`src/rtl/lsf_pkg.sv`:
```
// Shared constants and types for the load switch fault sequencer
//------------------------------------------------------------------
//------------------------------------------------------------------
package lsf_pkg;
    //------------------------------------------------------------------
    // Timing
    //------------------------------------------------------------------
    localparam int CLK_MHZ = 50;
    localparam int CNT_W = 26;
    localparam int T_DEB_US = 1000;
    localparam int T_ON_INNER_US = 500;
    localparam int T_ON_OUTER_US = 500;
    localparam int T_STI_US = 24000;
    localparam int T_STO_US = 50000;
    localparam int T_BLANK_US = 24000;
    localparam int T_RETRY_US = 720000;
    localparam int T_OCP_OFF_US = 500;
    localparam int SYNC_W = 18;

    // Microseconds to whole clock cycles
    function automatic int lsf_cyc(input int us);
        return us * CLK_MHZ;
    endfunction

    //------------------------------------------------------------------
    // Limit modes
    //------------------------------------------------------------------
    typedef enum logic [1:0] {LSF_CONT, LSF_AUTO, LSF_LATCH} lsf_mode_t;
endpackage

```
`src/rtl/lsf_sync.sv`:
```
// Two flip-flop synchroniser for a vector of comparator and pin levels
`timescale 1ns/1ps
module lsf_sync #(
    parameter int W = 1
) (
    // Clock and reset
    input wire logic clk_sys,
    input wire logic reset_n,
    input wire logic ce,
    // Levels
    input wire logic [W-1:0] d,
    output logic [W-1:0] q
);
    logic [W-1:0] meta;

    // First stage feeds only the second stage
    always_ff @(posedge clk_sys or negedge reset_n) begin
        if (!reset_n) begin
            meta <= '0;
            q <= '0;
        end else if (ce) begin
            meta <= d;
            q <= meta;
        end
    end
endmodule

```
`src/rtl/lsf_timer.sv`:
```
// Loadable down counter that reports when it has run out
`timescale 1ns/1ps
module lsf_timer #(
    parameter int W = 26
) (
    // Clock and reset
    input wire logic clk_sys,
    input wire logic reset_n,
    input wire logic ce,
    // Control
    input wire logic load,
    input wire logic [W-1:0] load_value,
    output logic expired
);
    logic [W-1:0] count;

    assign expired = (count == '0);

    // Load wins over counting so a restart never sees a stale count
    always_ff @(posedge clk_sys or negedge reset_n) begin
        if (!reset_n) begin
            count <= '0;
        end else if (ce) begin
            if (load) begin
                count <= load_value;
            end else if (!expired) begin
                count <= count - W'(1);
            end
        end
    end
endmodule

```
`src/rtl/lsf_seq.sv`:
```
// Turn-on, fault and current-limit mode sequencer for the protected switch
`timescale 1ns/1ps
module lsf_seq
    import lsf_pkg::*;
#(
    parameter int DEB_CYC = lsf_cyc(T_DEB_US),
    parameter int ON_INNER_CYC = lsf_cyc(T_ON_INNER_US),
    parameter int ON_OUTER_CYC = lsf_cyc(T_ON_OUTER_US),
    parameter int STI_CYC = lsf_cyc(T_STI_US),
    parameter int STO_CYC = lsf_cyc(T_STO_US),
    parameter int BLANK_CYC = lsf_cyc(T_BLANK_US),
    parameter int RETRY_CYC = lsf_cyc(T_RETRY_US),
    parameter int OCP_OFF_CYC = lsf_cyc(T_OCP_OFF_US)
) (
    // Clock, reset, clock enable
    input wire logic clk_sys,
    input wire logic reset_n,
    input wire logic ce,
    // Enable pins from the supervisor
    input wire logic high_voltage_enable_n,
    input wire logic low_voltage_enable,
    // Undervoltage and overvoltage comparators
    input wire logic uv_select_above,
    input wire logic uv_internal_below,
    input wire logic uv_external_below,
    input wire logic ov_select_above,
    input wire logic ov_internal_above,
    input wire logic ov_external_above,
    // Output, thermal and current comparators
    input wire logic out_above_uv_level,
    input wire logic drop_alarm,
    input wire logic thermal_shutdown,
    input wire logic thermal_foldback,
    input wire logic overcurrent,
    input wire logic severe_overcurrent,
    // Limit-setting pin and mode select comparators
    input wire logic limit_set_low,
    input wire logic limit_set_open,
    input wire logic limit_mode_grounded,
    input wire logic limit_mode_open,
    // Switch drive
    output logic inner_switch_on,
    output logic outer_switch_on,
    // Current regulator control
    output logic current_limit_hold,
    output logic thermal_regulate,
    output logic current_block,
    output lsf_mode_t limit_mode,
    // Trip level selection in use
    output logic uv_external_sel,
    output logic ov_external_sel,
    // Open-drain fault pin
    output logic fault_out_n,
    output logic fault_pin_out,
    output logic fault_pin_oe_n
);
    //------------------------------------------------------------------
    // Synchronised inputs
    //------------------------------------------------------------------
    typedef enum logic [2:0] {
        ST_OFF, ST_DEBOUNCE, ST_INNER_WAIT, ST_OUTER_WAIT,
        ST_STARTUP, ST_RUN, ST_RETRY, ST_OCP_OFF
    } lsf_state_t;

    logic [SYNC_W-1:0] pins_raw;
    logic [SYNC_W-1:0] pins_s;
    logic high_voltage_enable_n_s, en_s, uvsel_s, uvint_s, uvext_s, ovsel_s, ovint_s, ovext_s;
    logic outok_s, drop_s, tshut_s, tfold_s, oc_s, severe_s;
    logic setlow_s, setopen_s, modegnd_s, modeopen_s;

    assign pins_raw = {high_voltage_enable_n, low_voltage_enable,
                       uv_select_above, uv_internal_below, uv_external_below,
                       ov_select_above, ov_internal_above, ov_external_above,
                       out_above_uv_level, drop_alarm, thermal_shutdown,
                       thermal_foldback, overcurrent, severe_overcurrent,
                       limit_set_low, limit_set_open,
                       limit_mode_grounded, limit_mode_open};

    // Every comparator flag crosses two flops before use
    lsf_sync #(.W(SYNC_W)) u_sync (
        .clk_sys(clk_sys),
        .reset_n(reset_n),
        .ce(ce),
        .d(pins_raw),
        .q(pins_s)
    );

    assign {high_voltage_enable_n_s, en_s, uvsel_s, uvint_s, uvext_s, ovsel_s, ovint_s, ovext_s,
            outok_s, drop_s, tshut_s, tfold_s, oc_s, severe_s,
            setlow_s, setopen_s, modegnd_s, modeopen_s} = pins_s;

    //------------------------------------------------------------------
    // State and flags
    //------------------------------------------------------------------
    lsf_state_t state;
    lsf_state_t next_state;
    logic latched, limit_set_pin_bad, check_pending, restart_by_fault, fault_hold;
    logic high_voltage_enable_n_prev, en_prev;
    logic [1:0] warm;
    logic tmr_exp, blank_exp, tmr_load, blank_load;
    logic [CNT_W-1:0] tmr_val;
    logic [CNT_W-1:0] blank_val;

    //------------------------------------------------------------------
    // Decoding
    //------------------------------------------------------------------
    // Only enable_n high with enable low commands off
    wire en_on = !(high_voltage_enable_n_s && !en_s);
    // Trip level follows the select comparator
    wire uv_fault = uvsel_s ? uvext_s : uvint_s;
    wire ov_fault = ovsel_s ? ovext_s : ovint_s;
    wire vfault = uv_fault || ov_fault;
    wire en_toggle = (high_voltage_enable_n_s != high_voltage_enable_n_prev) || (en_s != en_prev);
    wire switch_live = (state == ST_STARTUP) || (state == ST_RUN);
    // Grounded autoretry, open continuous, resistor latch-off
    wire lsf_mode_t mode_pick = modegnd_s ? LSF_AUTO :
                                modeopen_s ? LSF_CONT : LSF_LATCH;
    wire blank_trip = (state == ST_RUN) && oc_s && blank_exp &&
                      (limit_mode != LSF_CONT);
    wire sto_fail = (state == ST_STARTUP) && drop_s && tmr_exp;
    wire latch_set = sto_fail || (blank_trip && limit_mode == LSF_LATCH);
    // Enable toggle or a supply dip clears the latch
    wire latch_clr = en_toggle || uv_fault;
    wire sync_ok = warm[1]; // Reset zeros in the synchroniser would read as enable on
    wire check_now = sync_ok && state == ST_OFF && en_on && !vfault && !tshut_s && check_pending;
    wire start_ok = sync_ok && !latched && !limit_set_pin_bad && !(check_pending && setlow_s);
    // Fault recovery with a charged output needs no debounce
    wire skip_deb = restart_by_fault && outok_s;
    wire fault_now = fault_hold || vfault || drop_s || tshut_s || limit_set_pin_bad;

    //------------------------------------------------------------------
    // Next state
    //------------------------------------------------------------------
    // Loss of enable, a voltage fault or overheating overrides every state
    always_comb begin
        next_state = state;
        if (!en_on || vfault || tshut_s) begin
            next_state = ST_OFF;
        end else if (severe_s && (state == ST_OUTER_WAIT || switch_live)) begin
            next_state = ST_OCP_OFF;
        end else begin
            unique case (state)
                ST_OFF: begin
                    if (start_ok) begin
                        next_state = skip_deb ? ST_INNER_WAIT : ST_DEBOUNCE;
                    end
                end
                ST_DEBOUNCE: begin
                    if (tmr_exp) begin
                        next_state = ST_INNER_WAIT;
                    end
                end
                ST_INNER_WAIT: begin
                    if (tmr_exp) begin
                        next_state = ST_OUTER_WAIT;
                    end
                end
                ST_OUTER_WAIT: begin
                    if (tmr_exp) begin
                        next_state = ST_STARTUP;
                    end
                end
                ST_STARTUP: begin
                    if (!drop_s) begin
                        next_state = ST_RUN;
                    end else if (tmr_exp) begin
                        next_state = ST_OFF;
                    end
                end
                ST_RUN: begin
                    if (blank_trip) begin
                        next_state = (limit_mode == LSF_AUTO) ? ST_RETRY : ST_OFF;
                    end
                end
                ST_RETRY: begin
                    if (tmr_exp) begin
                        next_state = ST_INNER_WAIT;
                    end
                end
                ST_OCP_OFF: begin
                    if (tmr_exp) begin
                        next_state = outok_s ? ST_INNER_WAIT : ST_DEBOUNCE;
                    end
                end
            endcase
        end
    end

    //------------------------------------------------------------------
    // Timers
    //------------------------------------------------------------------
    // Main timer reloads on each state change with the new state's delay
    always_comb begin
        tmr_val = CNT_W'(1);
        unique case (next_state)
            ST_DEBOUNCE: tmr_val = CNT_W'(DEB_CYC);
            ST_INNER_WAIT: tmr_val = CNT_W'(ON_INNER_CYC);
            ST_OUTER_WAIT: tmr_val = CNT_W'(ON_OUTER_CYC);
            ST_STARTUP: tmr_val = CNT_W'(STO_CYC);
            ST_RETRY: tmr_val = CNT_W'(RETRY_CYC);
            ST_OCP_OFF: tmr_val = CNT_W'(OCP_OFF_CYC);
            ST_OFF, ST_RUN: tmr_val = CNT_W'(1);
        endcase
    end

    assign tmr_load = (next_state != state);

    // Second timer times the startup limit window, then blanking;
    // it is held loaded while overcurrent is absent so short events reset it
    assign blank_load = (state != ST_STARTUP || next_state != ST_STARTUP) &&
                        !(state == ST_RUN && oc_s);
    assign blank_val = (next_state == ST_RUN) ? CNT_W'(BLANK_CYC) : CNT_W'(STI_CYC);

    lsf_timer #(.W(CNT_W)) u_tmr (
        .clk_sys(clk_sys),
        .reset_n(reset_n),
        .ce(ce),
        .load(tmr_load),
        .load_value(tmr_val),
        .expired(tmr_exp)
    );

    lsf_timer #(.W(CNT_W)) u_blank (
        .clk_sys(clk_sys),
        .reset_n(reset_n),
        .ce(ce),
        .load(blank_load),
        .load_value(blank_val),
        .expired(blank_exp)
    );

    //------------------------------------------------------------------
    // Sequencer registers
    //------------------------------------------------------------------
    // Reset parks everything off with continuous limiting and check pending
    always_ff @(posedge clk_sys or negedge reset_n) begin
        if (!reset_n) begin
            state <= ST_OFF;
            limit_mode <= LSF_CONT;
            check_pending <= 1'b1;
            latched <= 1'b0;
            limit_set_pin_bad <= 1'b0;
            restart_by_fault <= 1'b0;
            fault_hold <= 1'b0;
            high_voltage_enable_n_prev <= 1'b0;
            en_prev <= 1'b0;
            warm <= 2'b00;
        end else if (ce) begin
            state <= next_state;
            warm <= {warm[0], 1'b1};
            high_voltage_enable_n_prev <= high_voltage_enable_n_s;
            en_prev <= en_s;
            // Mode is read only once startup has succeeded
            if (state == ST_STARTUP && next_state == ST_RUN) begin
                limit_mode <= mode_pick;
            end
            // Resistor checked on the first exit from shutdown only
            if (check_now) begin
                check_pending <= 1'b0;
                limit_set_pin_bad <= setlow_s;
            end
            // Set wins over clear on the same edge
            latched <= latch_set || (latched && !latch_clr);
            // Voltage faults mark the next start as a recovery start
            restart_by_fault <= vfault || (restart_by_fault && en_on);
            fault_hold <= vfault || (fault_hold && next_state != ST_STARTUP);
        end
    end

    // Switch, hold and thermal outputs follow the next state so they line up with the state register
    always_ff @(posedge clk_sys or negedge reset_n) begin
        if (!reset_n) begin
            inner_switch_on <= 1'b0;
            outer_switch_on <= 1'b0;
            current_limit_hold <= 1'b1;
            thermal_regulate <= 1'b0;
            current_block <= 1'b0;
            uv_external_sel <= 1'b0;
            ov_external_sel <= 1'b0;
            fault_out_n <= 1'b1;
        end else if (ce) begin
            inner_switch_on <= (next_state == ST_OUTER_WAIT) || (next_state == ST_STARTUP) ||
                               (next_state == ST_RUN);
            outer_switch_on <= (next_state == ST_STARTUP) || (next_state == ST_RUN);
            current_limit_hold <= (next_state == ST_STARTUP) &&
                                  (state != ST_STARTUP || !blank_exp);
            thermal_regulate <= (next_state == ST_STARTUP) && tfold_s;
            current_block <= setopen_s;
            uv_external_sel <= uvsel_s;
            ov_external_sel <= ovsel_s;
            fault_out_n <= !fault_now;
        end
    end

    // Open drain: pin driven low only while the fault is shown
    assign fault_pin_out = 1'b0;
    assign fault_pin_oe_n = fault_out_n;

    //------------------------------------------------------------------
    // Assertions
    //------------------------------------------------------------------
    wire off_cmd = high_voltage_enable_n_s && !en_s;
endmodule

```
`config.mk`:
```
export PLATFORM = sky130hd
export DESIGN_NAME = lsf_seq
export DESIGN_NICKNAME = d
export VERILOG_FILES = /design/src/rtl/lsf_pkg.sv /design/src/rtl/lsf_sync.sv /design/src/rtl/lsf_timer.sv /design/src/rtl/lsf_seq.sv
export SDC_FILE = /design/constraint.sdc
export NUM_CORES = 1
export LEC_CHECK = 0
export BUFFER_PORTS_ARGS = -buffer_cell sky130_fd_sc_hd__buf_2
export CAP_MARGIN = 25
export CORE_MARGIN = 2
export CORE_UTILIZATION = 30
export DETAILED_ROUTE_END_ITERATION = 8
export PLACE_DENSITY = 0.57
export SYNTH_ARGS = -nofsm -noshare
export SYNTH_HDL_FRONTEND = slang
export SYNTH_SLANG_ARGS = --single-unit
```
`constraint.sdc`:
```
create_clock -name clk_sys -period 4.1 [get_ports clk_sys]
set_input_delay 0.41 -clock clk_sys [delete_from_list [all_inputs] [get_ports clk_sys]]
set_output_delay 0.41 -clock clk_sys [all_outputs]
set_load 0.05 [all_outputs]
```
======== Word-level counts from Yosys, hierarchy flattened ========
Memory sizes are Yosys's and may differ from the RTL's.
Cells that the tools add are included.
storage, ports and cells
  memory bits (read-only) ................. 144
  register bits after elaboration ......... 110
  memories kept ........................... 1
  logic and storage cells ................. 131
  bits of input ports ..................... 21
memories
  memory           depth  bits a word  read ports  clocked after Yosys merged registers in  wr ports  RTL line        RTL
  (no name shown)  8      18           1           0                                        0         lsf_seq.sv:195  unique case (next_state)
cells by class
  add/subtract/negate cells ............... 2
  reductions and logical operators ........ 65
  multiplexer cells ....................... 22
  eq/ne operators ......................... 19
operator list
  cell                                                                    count
  26-bit 2-to-1 mux                                                       4
  26-bit zero test                                                        2
  26-bit by 1-bit subtractor with 26-bit output (second input constant)   2
  3-bit 2-to-1 mux                                                        11
  1-bit logical AND                                                       25
  3-bit case mux with 7 select lines                                      1
  1-bit logical OR                                                        20
  3-bit equality test (second input constant)                             6
  1-bit zero test                                                         11
  3-bit by 2-bit equality test with 1-bit output (second input constant)  3
  2-bit 2-to-1 mux                                                        4
  2-bit AND reduction                                                     4
  3-bit != test (second input constant)                                   2
  2-bit by 1-bit != test with 1-bit output (second input constant)        2
  3-bit by 1-bit equality test with 1-bit output (second input constant)  1
  3-bit zero test                                                         1
  3-bit != test                                                           1
  2-bit by 1-bit equality test with 1-bit output (second input constant)  1
  2-bit equality test (second input constant)                             1
  1-bit 2-to-1 mux                                                        2
  1-bit != test                                                           2
  2-bit nonzero test                                                      1
  2-bit OR reduction                                                      1

======== Logic depth before layout (Yosys ltp) ========
Gate-level depths: netlist of run 1.
  word-level depth ........................ 13
  gate-level depth with buffers ........... 15

======== Cells and area by module ========
From an unflattened synthesis of run 1, not the netlist that was laid out.
second synthesis, totals
  cells, all modules ...................... 640
  area, all modules ....................... 6,419.9 µm²
by module, submodules not included
  module               seq. area each (µm²)  times used  area each (µm²)  cells each
  lsf_timer (u_blank)  650.6                 1           1,735.4          206
  lsf_timer (u_tmr)    650.6                 1           1,700.4          199
  lsf_seq              554.3                 1           1,493.9          159
  lsf_sync             900.9                 1           1,490.2          76

======== Worst setup path after synthesis of run 1 ========
No wires, ideal clock.
  path kind ............................... register to register
  from .................................... register u_blank.count[10]
  to ...................................... register u_blank.count[17]
  required time ........................... 3.949 ns
  library setup time ...................... 0.151 ns
  path buffers ............................ 1
  stages on the path, launching flop included .. 14
  path slack .............................. 0.340 ns
  arrival ................................. 3.609 ns
  path through ............................ dfrtp_1 -> or4_1 -> buf_2 -> or4_4 -> nor3_2 -> o211ai_1 -> or3_1 -> and2_1 -> inv_1 -> ha_1 -> inv_1 -> o31a_2 -> o21ai_0 -> nand3_1
between the ends
  word-level cells in the longest chain between the ends .. 12
  elaborated cells on any way between the ends .. 15
  those cells by class .................... add/sub: 1; eq/ne: 2; mux: 6; reduce/logical: 6
ends and longest elaborated chain
  element                                             RTL line         RTL
  from (decl)                                         lsf_timer.sv:15  logic [W-1:0] count;
  from (signal assigned)                              lsf_timer.sv:25  count <= load_value;
  from (signal assigned)                              lsf_timer.sv:27  count <= count - W'(1);
  26-bit zero test *                                  lsf_timer.sv:17  assign expired = (count == '0);
  1-bit logical AND * (2 in a row)                    lsf_seq.sv:118   wire blank_trip = (state == ST_RUN) && oc_s && blank_exp &&
  3-bit 2-to-1 mux *                                  lsf_seq.sv:171   if (blank_trip) begin
  3-bit case mux with 7 select lines *                lsf_seq.sv:142   unique case (state)
  3-bit 2-to-1 mux *                                  lsf_seq.sv:139   end else if (severe_s && (state == ST_OUTER_WAIT || switch_live)) begin
  3-bit 2-to-1 mux *                                  lsf_seq.sv:137   if (!en_on || vfault || tshut_s) begin
  named net next_state[0]                             lsf_seq.sv:96    lsf_state_t next_state;
  3-bit != test *                                     lsf_seq.sv:210   assign blank_load = (state != ST_STARTUP || next_state != ST_STARTUP) &&
  1-bit logical OR *                                  lsf_seq.sv:210
  1-bit logical AND *                                 lsf_seq.sv:210
  2-bit by 1-bit != test with 1-bit output (no line)  --
  2-bit AND reduction (no line)                       --
The timed path passes the listed nets; every way through them passes the cells marked *. The select of a mux whose other input is x is not followed.
A chain may end at the register's enable or synchronous reset.

======== Worst setup path in the final report of run 1 ========
  from .................................... register u_blank.count[10]
  to ...................................... register u_blank.count[1]
Same word-level chain as after synthesis.

==> results of run 1 <==
## area by class of cell
cell class	count	area (µm²)
fill	1986	12700
multi-input combinational	431	3000
sequential	110	2760
tap	265	332
timing repair buffer	45	268
clock buffer	12	256
inverter	20	75.1
clock inverter	4	30.0
## placed cells by master (no fill, tap or decap), drive strengths merged, types with 4 or more instances in the layout
master,n
xor2,8
a22oi,6
a21o,4
inv,21
or4,10
a22o,8
xnor2,15
a21oi,12
and3,4
mux2i,13
buf,44
a211oi,4
or2,4
nand2b,4
nand4,6
mux2,47
and2,4
nor3,24
or3,9
a211o,5
o21ai,28
nor2b,6
dfrtp,107
ha,9
nor4,24
and4,5
clkbuf,12
nand2,53
nand3,15
nor4b,5
nor2,55
## cells by family after synthesis
kind of cell	count (synthesis)	synth area share
compound gates	102	0.123
xor+xnor	23	0.0338
fa+ha+maj	9	0.0189
buf+inv	48	0.0361
flops	110	0.463
mux	60	0.111
other cells	1	0.000630
simple gates	236	0.214
## through the flow
stage | area [µm²] | hold WS [ns]
after floorplan | 5960 | 0.114
after global placement | 6410 | 0.359
after detailed placement | 6410 | 0.370
after CTS | 6700 | 0.273
after global routing | 6710 | 0.271
final | 6710 | 0.284
## synth_stat cells (all sizes together) (13+ instances only)
library cell | instances | area, µm²
xnor2 | 15 | 131
nor4 | 24 | 181
dfrtp | 107 | 2680
nand2 | 53 | 199
mux2i | 13 | 130
nor2 | 55 | 206
mux2 | 47 | 529
o21ai | 28 | 144
inv | 20 | 75.1
nand3 | 15 | 80.1
buf | 15 | 91.3
clkbuf | 13 | 48.8
nor3 | 24 | 125
## power breakdown
part           total (mW)  internal (mW)  switching [mW]
clock network       0.847          0.448           0.398
registers            1.46           1.26           0.204
logic               0.782          0.359           0.423
## what timing repair did
| item | CTS | global route |
|---|---|---|
| hold buffers | 1 | 0 |
| endpoints found under the setup margin | 0 | 13 |
| gates resized for setup | 0 | 2 |
| hold endpoints to repair | 31 | 0 |
## worst max-delay path by stage
| stage | from | endpoint |
|---|---|---|
| 2_1_floorplan | u_blank.count[10] | u_blank.count[17] |
| 3_3_place_gp | u_blank.count[10] | u_blank.count[1] |
| 3_5_place_dp | u_blank.count[10] | u_blank.count[1] |
| 4_1_cts | u_blank.count[10] | u_blank.count[1] |
| 5_1_grt | u_blank.count[10] | u_blank.count[1] |
| 6_report | u_blank.count[10] | u_blank.count[1] |
## metal layers
metal  global-route usage  vias to the layer above  wire (µm)
li1                     -                     2202          -
met1                0.160                     2206       5960
met2                0.204                       98       5990
met3               0.0236                       22        535
met4               0.0525                        0        318
met5                    0                        -          0
## flip-flops by register name (all words and copies together), names as in the netlist, 2 cells and up
signal         flops
u_blank.count     26
u_tmr.count       26
u_sync.meta       18
u_sync.q          18
state              3
limit_mode         2
warm               2
==> metrics.txt, run 1 <==
# TYPE chip_impl_metric gauge
chip_impl_info{name="run_status",value="finished clean"} 1
chip_impl_metric{name="global_route.usage.total",unit=""} 0.124
chip_impl_metric{name="drv_slew",unit=""} 0
chip_impl_metric{name="tritoncts.num_buffers",unit=""} 9
chip_impl_metric{name="worst-path-buf-inv",unit=""} 2
chip_impl_info{name="critical-path-slowest-cell",value="sky130_fd_sc_hd__or4_4"} 1
chip_impl_metric{name="setup-violations-final",unit=""} 0
chip_impl_metric{name="detailedPlace.worstSlack",unit="ns"} 0.172
chip_impl_metric{name="finalCritPeriodShare",unit=""} 0.950
chip_impl_metric{name="critical_path_required",unit="ns"} 4.38
chip_impl_metric{name="post_synth_num_cell_types",unit=""} 72
chip_impl_metric{name="synth_to_final_area_change",unit="%"} 12.7
chip_impl_metric{name="edff_count_synth",unit=""} 0
chip_impl_metric{name="yosys_register_bits",unit=""} 110
chip_impl_metric{name="power_leakage",unit="nW"} 2.71
chip_impl_metric{name="finalClockSkew",unit="ns"} 0.00792
chip_impl_metric{name="tightestPinTransition",unit="ns"} 0.804
chip_impl_metric{name="place_inst",unit=""} 870
chip_impl_info{name="clock_tree_from_tritoncts",value="built"} 1
chip_impl_info{name="crit_path_leading_delay_family",value="simple AND/OR/NAND/NOR gates"} 1
chip_impl_info{name="worstHoldStart",value="uv_external_below"} 1
chip_impl_metric{name="buffer_ports.inserted",unit=""} 31
chip_impl_info{name="worst_r2r_endpoint",value="u_blank.count[1]"} 1
chip_impl_info{name="holdCritPathClass",value="input pin to flop"} 1
chip_impl_metric{name="globalplace.congestion",unit=""} 0.858
chip_impl_metric{name="critical_path_arrival",unit="ns"} 4.17
chip_impl_metric{name="grt_max_degree",unit=""} 55
chip_impl_metric{name="hpwlAfterDp",unit="µm"} 9110
chip_impl_info{name="worstSetupStartpointType",value="flop"} 1
chip_impl_metric{name="die_height",unit="µm"} 145
chip_impl_info{name="ys_dominant_reg_cell",value="sky130_fd_sc_hd__dfrtp_1"} 1
chip_impl_info{name="min_to",value="u_sync.meta[13]"} 1
chip_impl_metric{name="total_die_area",unit="mm²"} 0.0210
chip_impl_metric{name="routed_wirelength",unit="µm"} 12800
chip_impl_metric{name="ff2ff_setup_slack",unit="ns"} 0.21
chip_impl_metric{name="postSynthCellCount",unit=""} 589
chip_impl_metric{name="antenna_violations_before_repair",unit=""} 0
chip_impl_metric{name="final_antenna_net_count",unit=""} 0
chip_impl_info{name="cts.root.buffer_cell",value="sky130_fd_sc_hd__clkbuf_16"} 1
chip_impl_metric{name="worst-r2r-cell-count",unit=""} 12
chip_impl_metric{name="detailroute.via_count",unit=""} 4528
chip_impl_metric{name="cts_post_setup_buffers_inserted",unit=""} 0
chip_impl_metric{name="viasPerCell",unit=""} 5.10
chip_impl_metric{name="coreArea",unit="mm²"} 0.0195
chip_impl_metric{name="critical_path_depth",unit=""} 12
chip_impl_metric{name="util_after_layout",unit=""} 0.345
chip_impl_metric{name="avgSynthCellArea",unit="µm²"} 10.1
chip_impl_metric{name="vdd_ir_drop_max",unit="mV"} 0.266
chip_impl_metric{name="crit_path_max_fo",unit=""} 7
chip_impl_metric{name="clock_latency",unit="ns"} 0.35
chip_impl_metric{name="finalNonFillerCells",unit=""} 887
chip_impl_metric{name="cp_slowest_stage_delay",unit="ns"} 0.58
chip_impl_metric{name="hold-path-cell-count",unit=""} 2
chip_impl_metric{name="firstDrtPassIters",unit=""} 5
chip_impl_metric{name="floorplan.initialDensity",unit=""} 0.306
chip_impl_metric{name="clk_pin_slew",unit="ns"} 0.07
chip_impl_metric{name="finalWorstPathRequiredPeriod",unit="ns"} 3.89
chip_impl_metric{name="synth_nets",unit=""} 619
chip_impl_metric{name="fin_tns_setup",unit="ns"} 0
chip_impl_metric{name="route.detailed.wl_per_inst",unit="µm"} 14.4
chip_impl_info{name="setup_repair_after_global_routing_missed_its_margin",value="no"} 1
chip_impl_metric{name="max_freq",unit="GHz"} 0.257
chip_impl_metric{name="relSlewSlack",unit=""} 0.463
chip_impl_metric{name="floorplan.die.width",unit="µm"} 145
chip_impl_metric{name="drv_cap",unit=""} 0
chip_impl_metric{name="ys_async_sr_fraction",unit=""} 1.00
chip_impl_metric{name="htreeDepth",unit=""} 3
chip_impl_metric{name="powerDensity",unit="mW/mm²"} 460
chip_impl_metric{name="setup_slack",unit="ns"} 0.205
chip_impl_metric{name="antenna_cells_inserted",unit=""} 0
chip_impl_metric{name="grt_first_pass_wirelength",unit="µm"} 21600
chip_impl_metric{name="via_count_of_the_first_global_routing_pass",unit=""} 4397
chip_impl_metric{name="post_synth_instance_area",unit="mm²"} 0.00596
chip_impl_metric{name="layout-drive-gt1-share",unit=""} 0.209
chip_impl_metric{name="drcViolationCount",unit=""} 0
chip_impl_metric{name="cts.path.max_buffers",unit=""} 2
chip_impl_metric{name="grt_overflow_total",unit=""} 0
chip_impl_metric{name="num_io_pins",unit=""} 33
chip_impl_metric{name="synth.yosys.seq_area_share",unit=""} 0.463
chip_impl_info{name="critical_path_class",value="flop to flop"} 1
chip_impl_metric{name="finish.net_count",unit=""} 647
chip_impl_info{name="crit_path_cell_trace",value="or4_4, or4_4, nor3_2, o211ai_1, or3_1, and2_1, inv_1, ha_1, inv_1, o31a_2, or3_1, o22ai_1"} 1
chip_impl_info{name="cp-end-kind",value="flop"} 1
chip_impl_metric{name="clock-sinks",unit=""} 110
chip_impl_info{name="r2r_start",value="u_blank.count[10]"} 1
chip_impl_metric{name="hold_viol_final",unit=""} 0
chip_impl_metric{name="synthesis.yosys.warnings",unit=""} 0
chip_impl_metric{name="detail_route.iter0.violations",unit=""} 349
chip_impl_metric{name="placement_rows",unit=""} 51
chip_impl_metric{name="power",unit="mW"} 3.09
Note: power is estimated with default switching activity, not from simulation.
==> inputs of run 2 (changes only) <==
Settings changed: SYNTH_HIERARCHICAL set to 1.
==> run 2 against run 1 <==
Against the previous run:
- wire length increased by 18%
- synthesized cell count increased by 8.7%
- global-route usage increased by 1.8 points
- count of clock-buffer cells in the layout decreased by 2
- sequential cell count unchanged
- critical path depth increased by 6
- clock skew increased by 0.00077 ns
- via count increased by 16%
- die area increased by 7.5%
- sequential share of layout area decreased by 5.0 points
- final cell count increased by 14%
- critical path type unchanged
- largest cell class unchanged
- largest power group unchanged
==> metrics.txt, run 2 <==
# TYPE chip_impl_metric gauge
chip_impl_info{name="run_status",value="finished clean"} 1
chip_impl_metric{name="post_synth_num_cell_types",unit=""} 84
chip_impl_metric{name="hold_ws",unit="ns"} 0.126
chip_impl_metric{name="fin_tns_setup",unit="ns"} 0
chip_impl_metric{name="total_die_area",unit="mm²"} 0.0226
chip_impl_metric{name="detail_route.iter0.violations",unit=""} 332
chip_impl_metric{name="coreArea",unit="mm²"} 0.0210
chip_impl_metric{name="synth_top_area_frac",unit=""} 0.417
chip_impl_metric{name="critical_path_required",unit="ns"} 4.39
chip_impl_metric{name="buffer_ports.inserted",unit=""} 31
chip_impl_info{name="cts.root.buffer_cell",value="sky130_fd_sc_hd__clkbuf_16"} 1
chip_impl_metric{name="finalCritPeriodShare",unit=""} 0.955
chip_impl_metric{name="finalClockSkew",unit="ns"} 0.00869
chip_impl_metric{name="hold_viol_final",unit=""} 0
chip_impl_metric{name="globalplace.congestion",unit=""} 0.806
chip_impl_info{name="synth_most_common_cell",value="sky130_fd_sc_hd__dfrtp_1"} 1
chip_impl_metric{name="drv_cap",unit=""} 0
chip_impl_metric{name="floorplan.die.width",unit="µm"} 150
chip_impl_metric{name="detailroute.wirelength.met3",unit="µm"} 613
chip_impl_metric{name="routed_wirelength",unit="µm"} 15100
chip_impl_metric{name="placement_rows",unit=""} 53
chip_impl_info{name="critical-path-slowest-cell",value="sky130_fd_sc_hd__or4b_4"} 1
chip_impl_metric{name="edff_count_synth",unit=""} 0
chip_impl_metric{name="p_comb_frac",unit=""} 0.306
chip_impl_metric{name="global_route.usage.total",unit=""} 0.142
chip_impl_metric{name="yosys_register_bits",unit=""} 110
chip_impl_metric{name="swShare",unit=""} 0.349
chip_impl_metric{name="grt_first_pass_wirelength",unit="µm"} 25800
chip_impl_metric{name="postSynthCellCount",unit=""} 640
chip_impl_info{name="cp-end-kind",value="flop"} 1
chip_impl_info{name="leading_registers_by_flop_count",value="u_blank/count: 26 flops, u_tmr/count: 26 flops"} 1
chip_impl_metric{name="cp_slowest_stage_delay",unit="ns"} 0.47
chip_impl_info{name="crit_path_leading_delay_family",value="simple AND/OR/NAND/NOR gates"} 1
chip_impl_metric{name="critical_path_arrival",unit="ns"} 4.21
chip_impl_metric{name="drv_slew",unit=""} 0
chip_impl_metric{name="clk_pin_slew",unit="ns"} 0.08
chip_impl_metric{name="avgSynthCellArea",unit="µm²"} 10.0
chip_impl_metric{name="cts.path.max_buffers",unit=""} 2
chip_impl_metric{name="floorplan.initialDensity",unit=""} 0.305
chip_impl_metric{name="m1_wire_length",unit="µm"} 7470
chip_impl_info{name="clock_tree_from_tritoncts",value="built"} 1
chip_impl_metric{name="die_height",unit="µm"} 150
chip_impl_metric{name="antenna_violations_before_repair",unit=""} 0
chip_impl_info{name="topRoutingLayerUsed",value="met4"} 1
chip_impl_metric{name="relSlewSlack",unit=""} 0.474
chip_impl_metric{name="ys_async_sr_fraction",unit=""} 1.00
chip_impl_info{name="ys_top_cells_by_count",value="sky130_fd_sc_hd__dfrtp_1, sky130_fd_sc_hd__nor2_1, sky130_fd_sc_hd__a21oi_1, sky130_fd_sc_hd__nand2_1"} 1
chip_impl_info{name="layout_common_cells",value="sky130_fd_sc_hd__dfrtp_1, sky130_fd_sc_hd__buf_4, sky130_fd_sc_hd__nor2_1, sky130_fd_sc_hd__a21oi_1, sky130_fd_sc_hd__nand2_1"} 1
chip_impl_metric{name="clock-sinks",unit=""} 110
chip_impl_metric{name="htreeDepth",unit=""} 3
chip_impl_info{name="synth.largest_area_cell",value="sky130_fd_sc_hd__dfrtp_1"} 1
chip_impl_metric{name="finish.net_count",unit=""} 759
chip_impl_metric{name="route.detailed.wl_per_inst",unit="µm"} 14.9
chip_impl_metric{name="synth.yosys.seq_area_share",unit=""} 0.429
chip_impl_info{name="r2r_start",value="u_blank/count[0]"} 1
chip_impl_metric{name="finalNonFillerCells",unit=""} 1011
chip_impl_metric{name="drcViolationCount",unit=""} 0
chip_impl_info{name="worstSetupStartpointType",value="flop"} 1
chip_impl_metric{name="grt_overflow_total",unit=""} 0
chip_impl_metric{name="hpwlAfterDp",unit="µm"} 10500
chip_impl_metric{name="clock_latency",unit="ns"} 0.36
chip_impl_metric{name="met2_wl_post_dr",unit="µm"} 6810
chip_impl_metric{name="power_share_of_the_clock_group",unit=""} 0.260
chip_impl_info{name="ys_dominant_reg_cell",value="sky130_fd_sc_hd__dfrtp_1"} 1
chip_impl_metric{name="tightestPinTransition",unit="ns"} 0.789
chip_impl_info{name="synth_top_cells_by_area",value="sky130_fd_sc_hd__dfrtp_1, sky130_fd_sc_hd__mux2_4, sky130_fd_sc_hd__a21oi_1"} 1
chip_impl_metric{name="worst-path-buf-inv",unit=""} 4
chip_impl_metric{name="vdd_ir_drop_max",unit="mV"} 0.206
chip_impl_metric{name="final_antenna_net_count",unit=""} 0
chip_impl_metric{name="max_freq",unit="GHz"} 0.255
chip_impl_info{name="final_common_cell",value="sky130_fd_sc_hd__dfrtp_1"} 1
chip_impl_metric{name="viasPerCell",unit=""} 5.20
chip_impl_info{name="holdCritPathClass",value="input pin to asynchronous set/reset pin"} 1
chip_impl_metric{name="net-switching-power",unit="mW"} 1.16
chip_impl_metric{name="num_io_pins",unit=""} 33
chip_impl_metric{name="cts-hold-fix-buffers",unit=""} 0
chip_impl_metric{name="via_count_of_the_first_global_routing_pass",unit=""} 5097
chip_impl_metric{name="setup-violations-final",unit=""} 0
chip_impl_metric{name="tritoncts.num_buffers",unit=""} 9
chip_impl_metric{name="detailroute.via_count",unit=""} 5256
chip_impl_metric{name="layout-drive-gt1-share",unit=""} 0.258
chip_impl_metric{name="seq_power_share",unit=""} 0.434
chip_impl_metric{name="antenna_cells_inserted",unit=""} 0
chip_impl_metric{name="grt_max_degree",unit=""} 63
chip_impl_metric{name="place_inst",unit=""} 988
chip_impl_metric{name="powerDensity",unit="mW/mm²"} 433
chip_impl_metric{name="filler_cell_count",unit=""} 2083
chip_impl_metric{name="synth_to_final_area_change",unit="%"} 19.1
chip_impl_metric{name="internal_power",unit="mW"} 2.16
chip_impl_metric{name="post_synth_instance_area",unit="mm²"} 0.00642
chip_impl_info{name="crit_path_cell_trace",value="inv_1, ha_2, or4b_4, or3_4, nor2_4, o211ai_1, o221ai_2, a22o_1, nor2_1, inv_1, ha_4, a32oi_4, or3_4, o31ai_4, buf_12, buf_12, a211oi_1, a21oi_1"} 1
chip_impl_info{name="startpoint",value="u_blank/count[0]"} 1
chip_impl_info{name="critical_path_class",value="flop to flop"} 1
chip_impl_metric{name="power_leakage",unit="nW"} 3.24
chip_impl_metric{name="crit_path_max_fo",unit=""} 13
chip_impl_metric{name="firstDrtPassIters",unit=""} 5
chip_impl_metric{name="finalWorstPathRequiredPeriod",unit="ns"} 3.92
chip_impl_metric{name="synthesis.yosys.warnings",unit=""} 6
[run 2: cell types whose count changed in the layout (fill, tap and decap cells not counted), moves of 11 or more]
cell and delta:
sky130_fd_sc_hd__a21oi_1 +30, sky130_fd_sc_hd__buf_4 +38, sky130_fd_sc_hd__conb_1 +34, sky130_fd_sc_hd__mux2_2 -32
sky130_fd_sc_hd__mux2_4 +31, sky130_fd_sc_hd__nand2_1 -13, sky130_fd_sc_hd__nor2_1 -14, sky130_fd_sc_hd__o21ai_1 +23
sky130_fd_sc_hd__o22ai_1 +11, sky130_fd_sc_hd__xnor2_1 -14
[run 2: area by class of cell]
cell class	instances	area, µm²	area share
Clock inverter	6	61.3	0.00802
Clock buffer	10	229	0.0299
Tap cell	275	344	0.0450
Multi-Input combinational cell	501	3510	0.459
Inverter	20	75.1	0.00982
Timing Repair Buffer	89	671	0.0877
Sequential cell	110	2760	0.361
[run 2: worst paths after layout]
check	to	slack, ns	cells past startpoint
max in group asynchronous	u_blank/count[10]	3.04	2
max	u_blank/count[1]	0.18	18
min in group clk_sys	u_sync/meta[10]	0.27	2
max reg2reg	u_blank/count[1]	0.18	18
min	u_tmr/count[11]	0.13	1
min reg2reg	warm[0]	0.47	1
[run 2: power by group through the flow]
stage	Combinational [mW]	Sequential, mW	Clock [mW]
5_1_grt	1.13	1.47	0.935
4_1_cts	0.978	1.44	0.898
6_report	1.01	1.44	0.862
3_3_place_gp	0.966	1.45	0
2_1_floorplan	0.680	1.43	0
3_5_place_dp	0.976	1.45	0
[run 2: kinds of logic (layout without fill, tap and decap cells)]
logic type | Yosys count | count (layout) | synth area share
xor gates and xnor gates | 4 | 4 | 0.00546
muxes | 52 | 52 | 0.109
other | 2 | 35 | 0.00117
buffers and inverters | 62 | 125 | 0.0557
AOI/OAI and AO/OA | 175 | 175 | 0.190
and+or+nand+nor | 228 | 228 | 0.196
DFF | 110 | 110 | 0.429
adders and majority gates | 7 | 7 | 0.0136
[run 2: worst reg2reg max path: stages, from the launching register on]
cell and delay, ns:
sky130_fd_sc_hd__dfrtp_1 0.39, sky130_fd_sc_hd__inv_1 0.10, sky130_fd_sc_hd__ha_2 0.21, sky130_fd_sc_hd__or4b_4 0.47
sky130_fd_sc_hd__or3_4 0.42, sky130_fd_sc_hd__nor2_4 0.12, sky130_fd_sc_hd__o211ai_1 0.14, sky130_fd_sc_hd__o221ai_2 0.25
sky130_fd_sc_hd__a22o_1 0.19, sky130_fd_sc_hd__nor2_1 0.06, sky130_fd_sc_hd__inv_1 0.10, sky130_fd_sc_hd__ha_4 0.15
sky130_fd_sc_hd__a32oi_4 0.10, sky130_fd_sc_hd__or3_4 0.38, sky130_fd_sc_hd__o31ai_4 0.31, sky130_fd_sc_hd__buf_12 0.16
sky130_fd_sc_hd__buf_12 0.12, sky130_fd_sc_hd__a211oi_1 0.05, sky130_fd_sc_hd__a21oi_1 0.11
[run 2: routing by layer]
metal	GRT usage	vias up
met5	0	-
met4	0.0467	0
met3	0.0261	16
met1	0.201	2564
met2	0.217	113
li1	-	2563
[run 2: metrics by stage]
| stage | worst slack [ns] | cell area, µm² | utilization | total power, mW |
|---|---|---|---|---|
| after floorplan | 0.0279 | 6550 | - | 2.11 |
| after global placement | -0.0118 | 7220 | 0.343 | 2.42 |
| after detailed placement | 0.00506 | 7220 | 0.343 | 2.43 |
| after CTS | 0.0223 | 7510 | 0.357 | 3.31 |
| after global routing | -0.0154 | 7650 | 0.364 | 3.53 |
| final | 0.183 | 7650 | 0.364 | 3.32 |
[run 2: what timing repair did]
action | CTS | global route
resized for setup | 1 | 16
setup endpoints to repair | 1 | 52
pin swaps | 1 | 6
setup buffers | 0 | 6
cloned | 0 | 1
endpoints found under the hold margin | 0 | 0
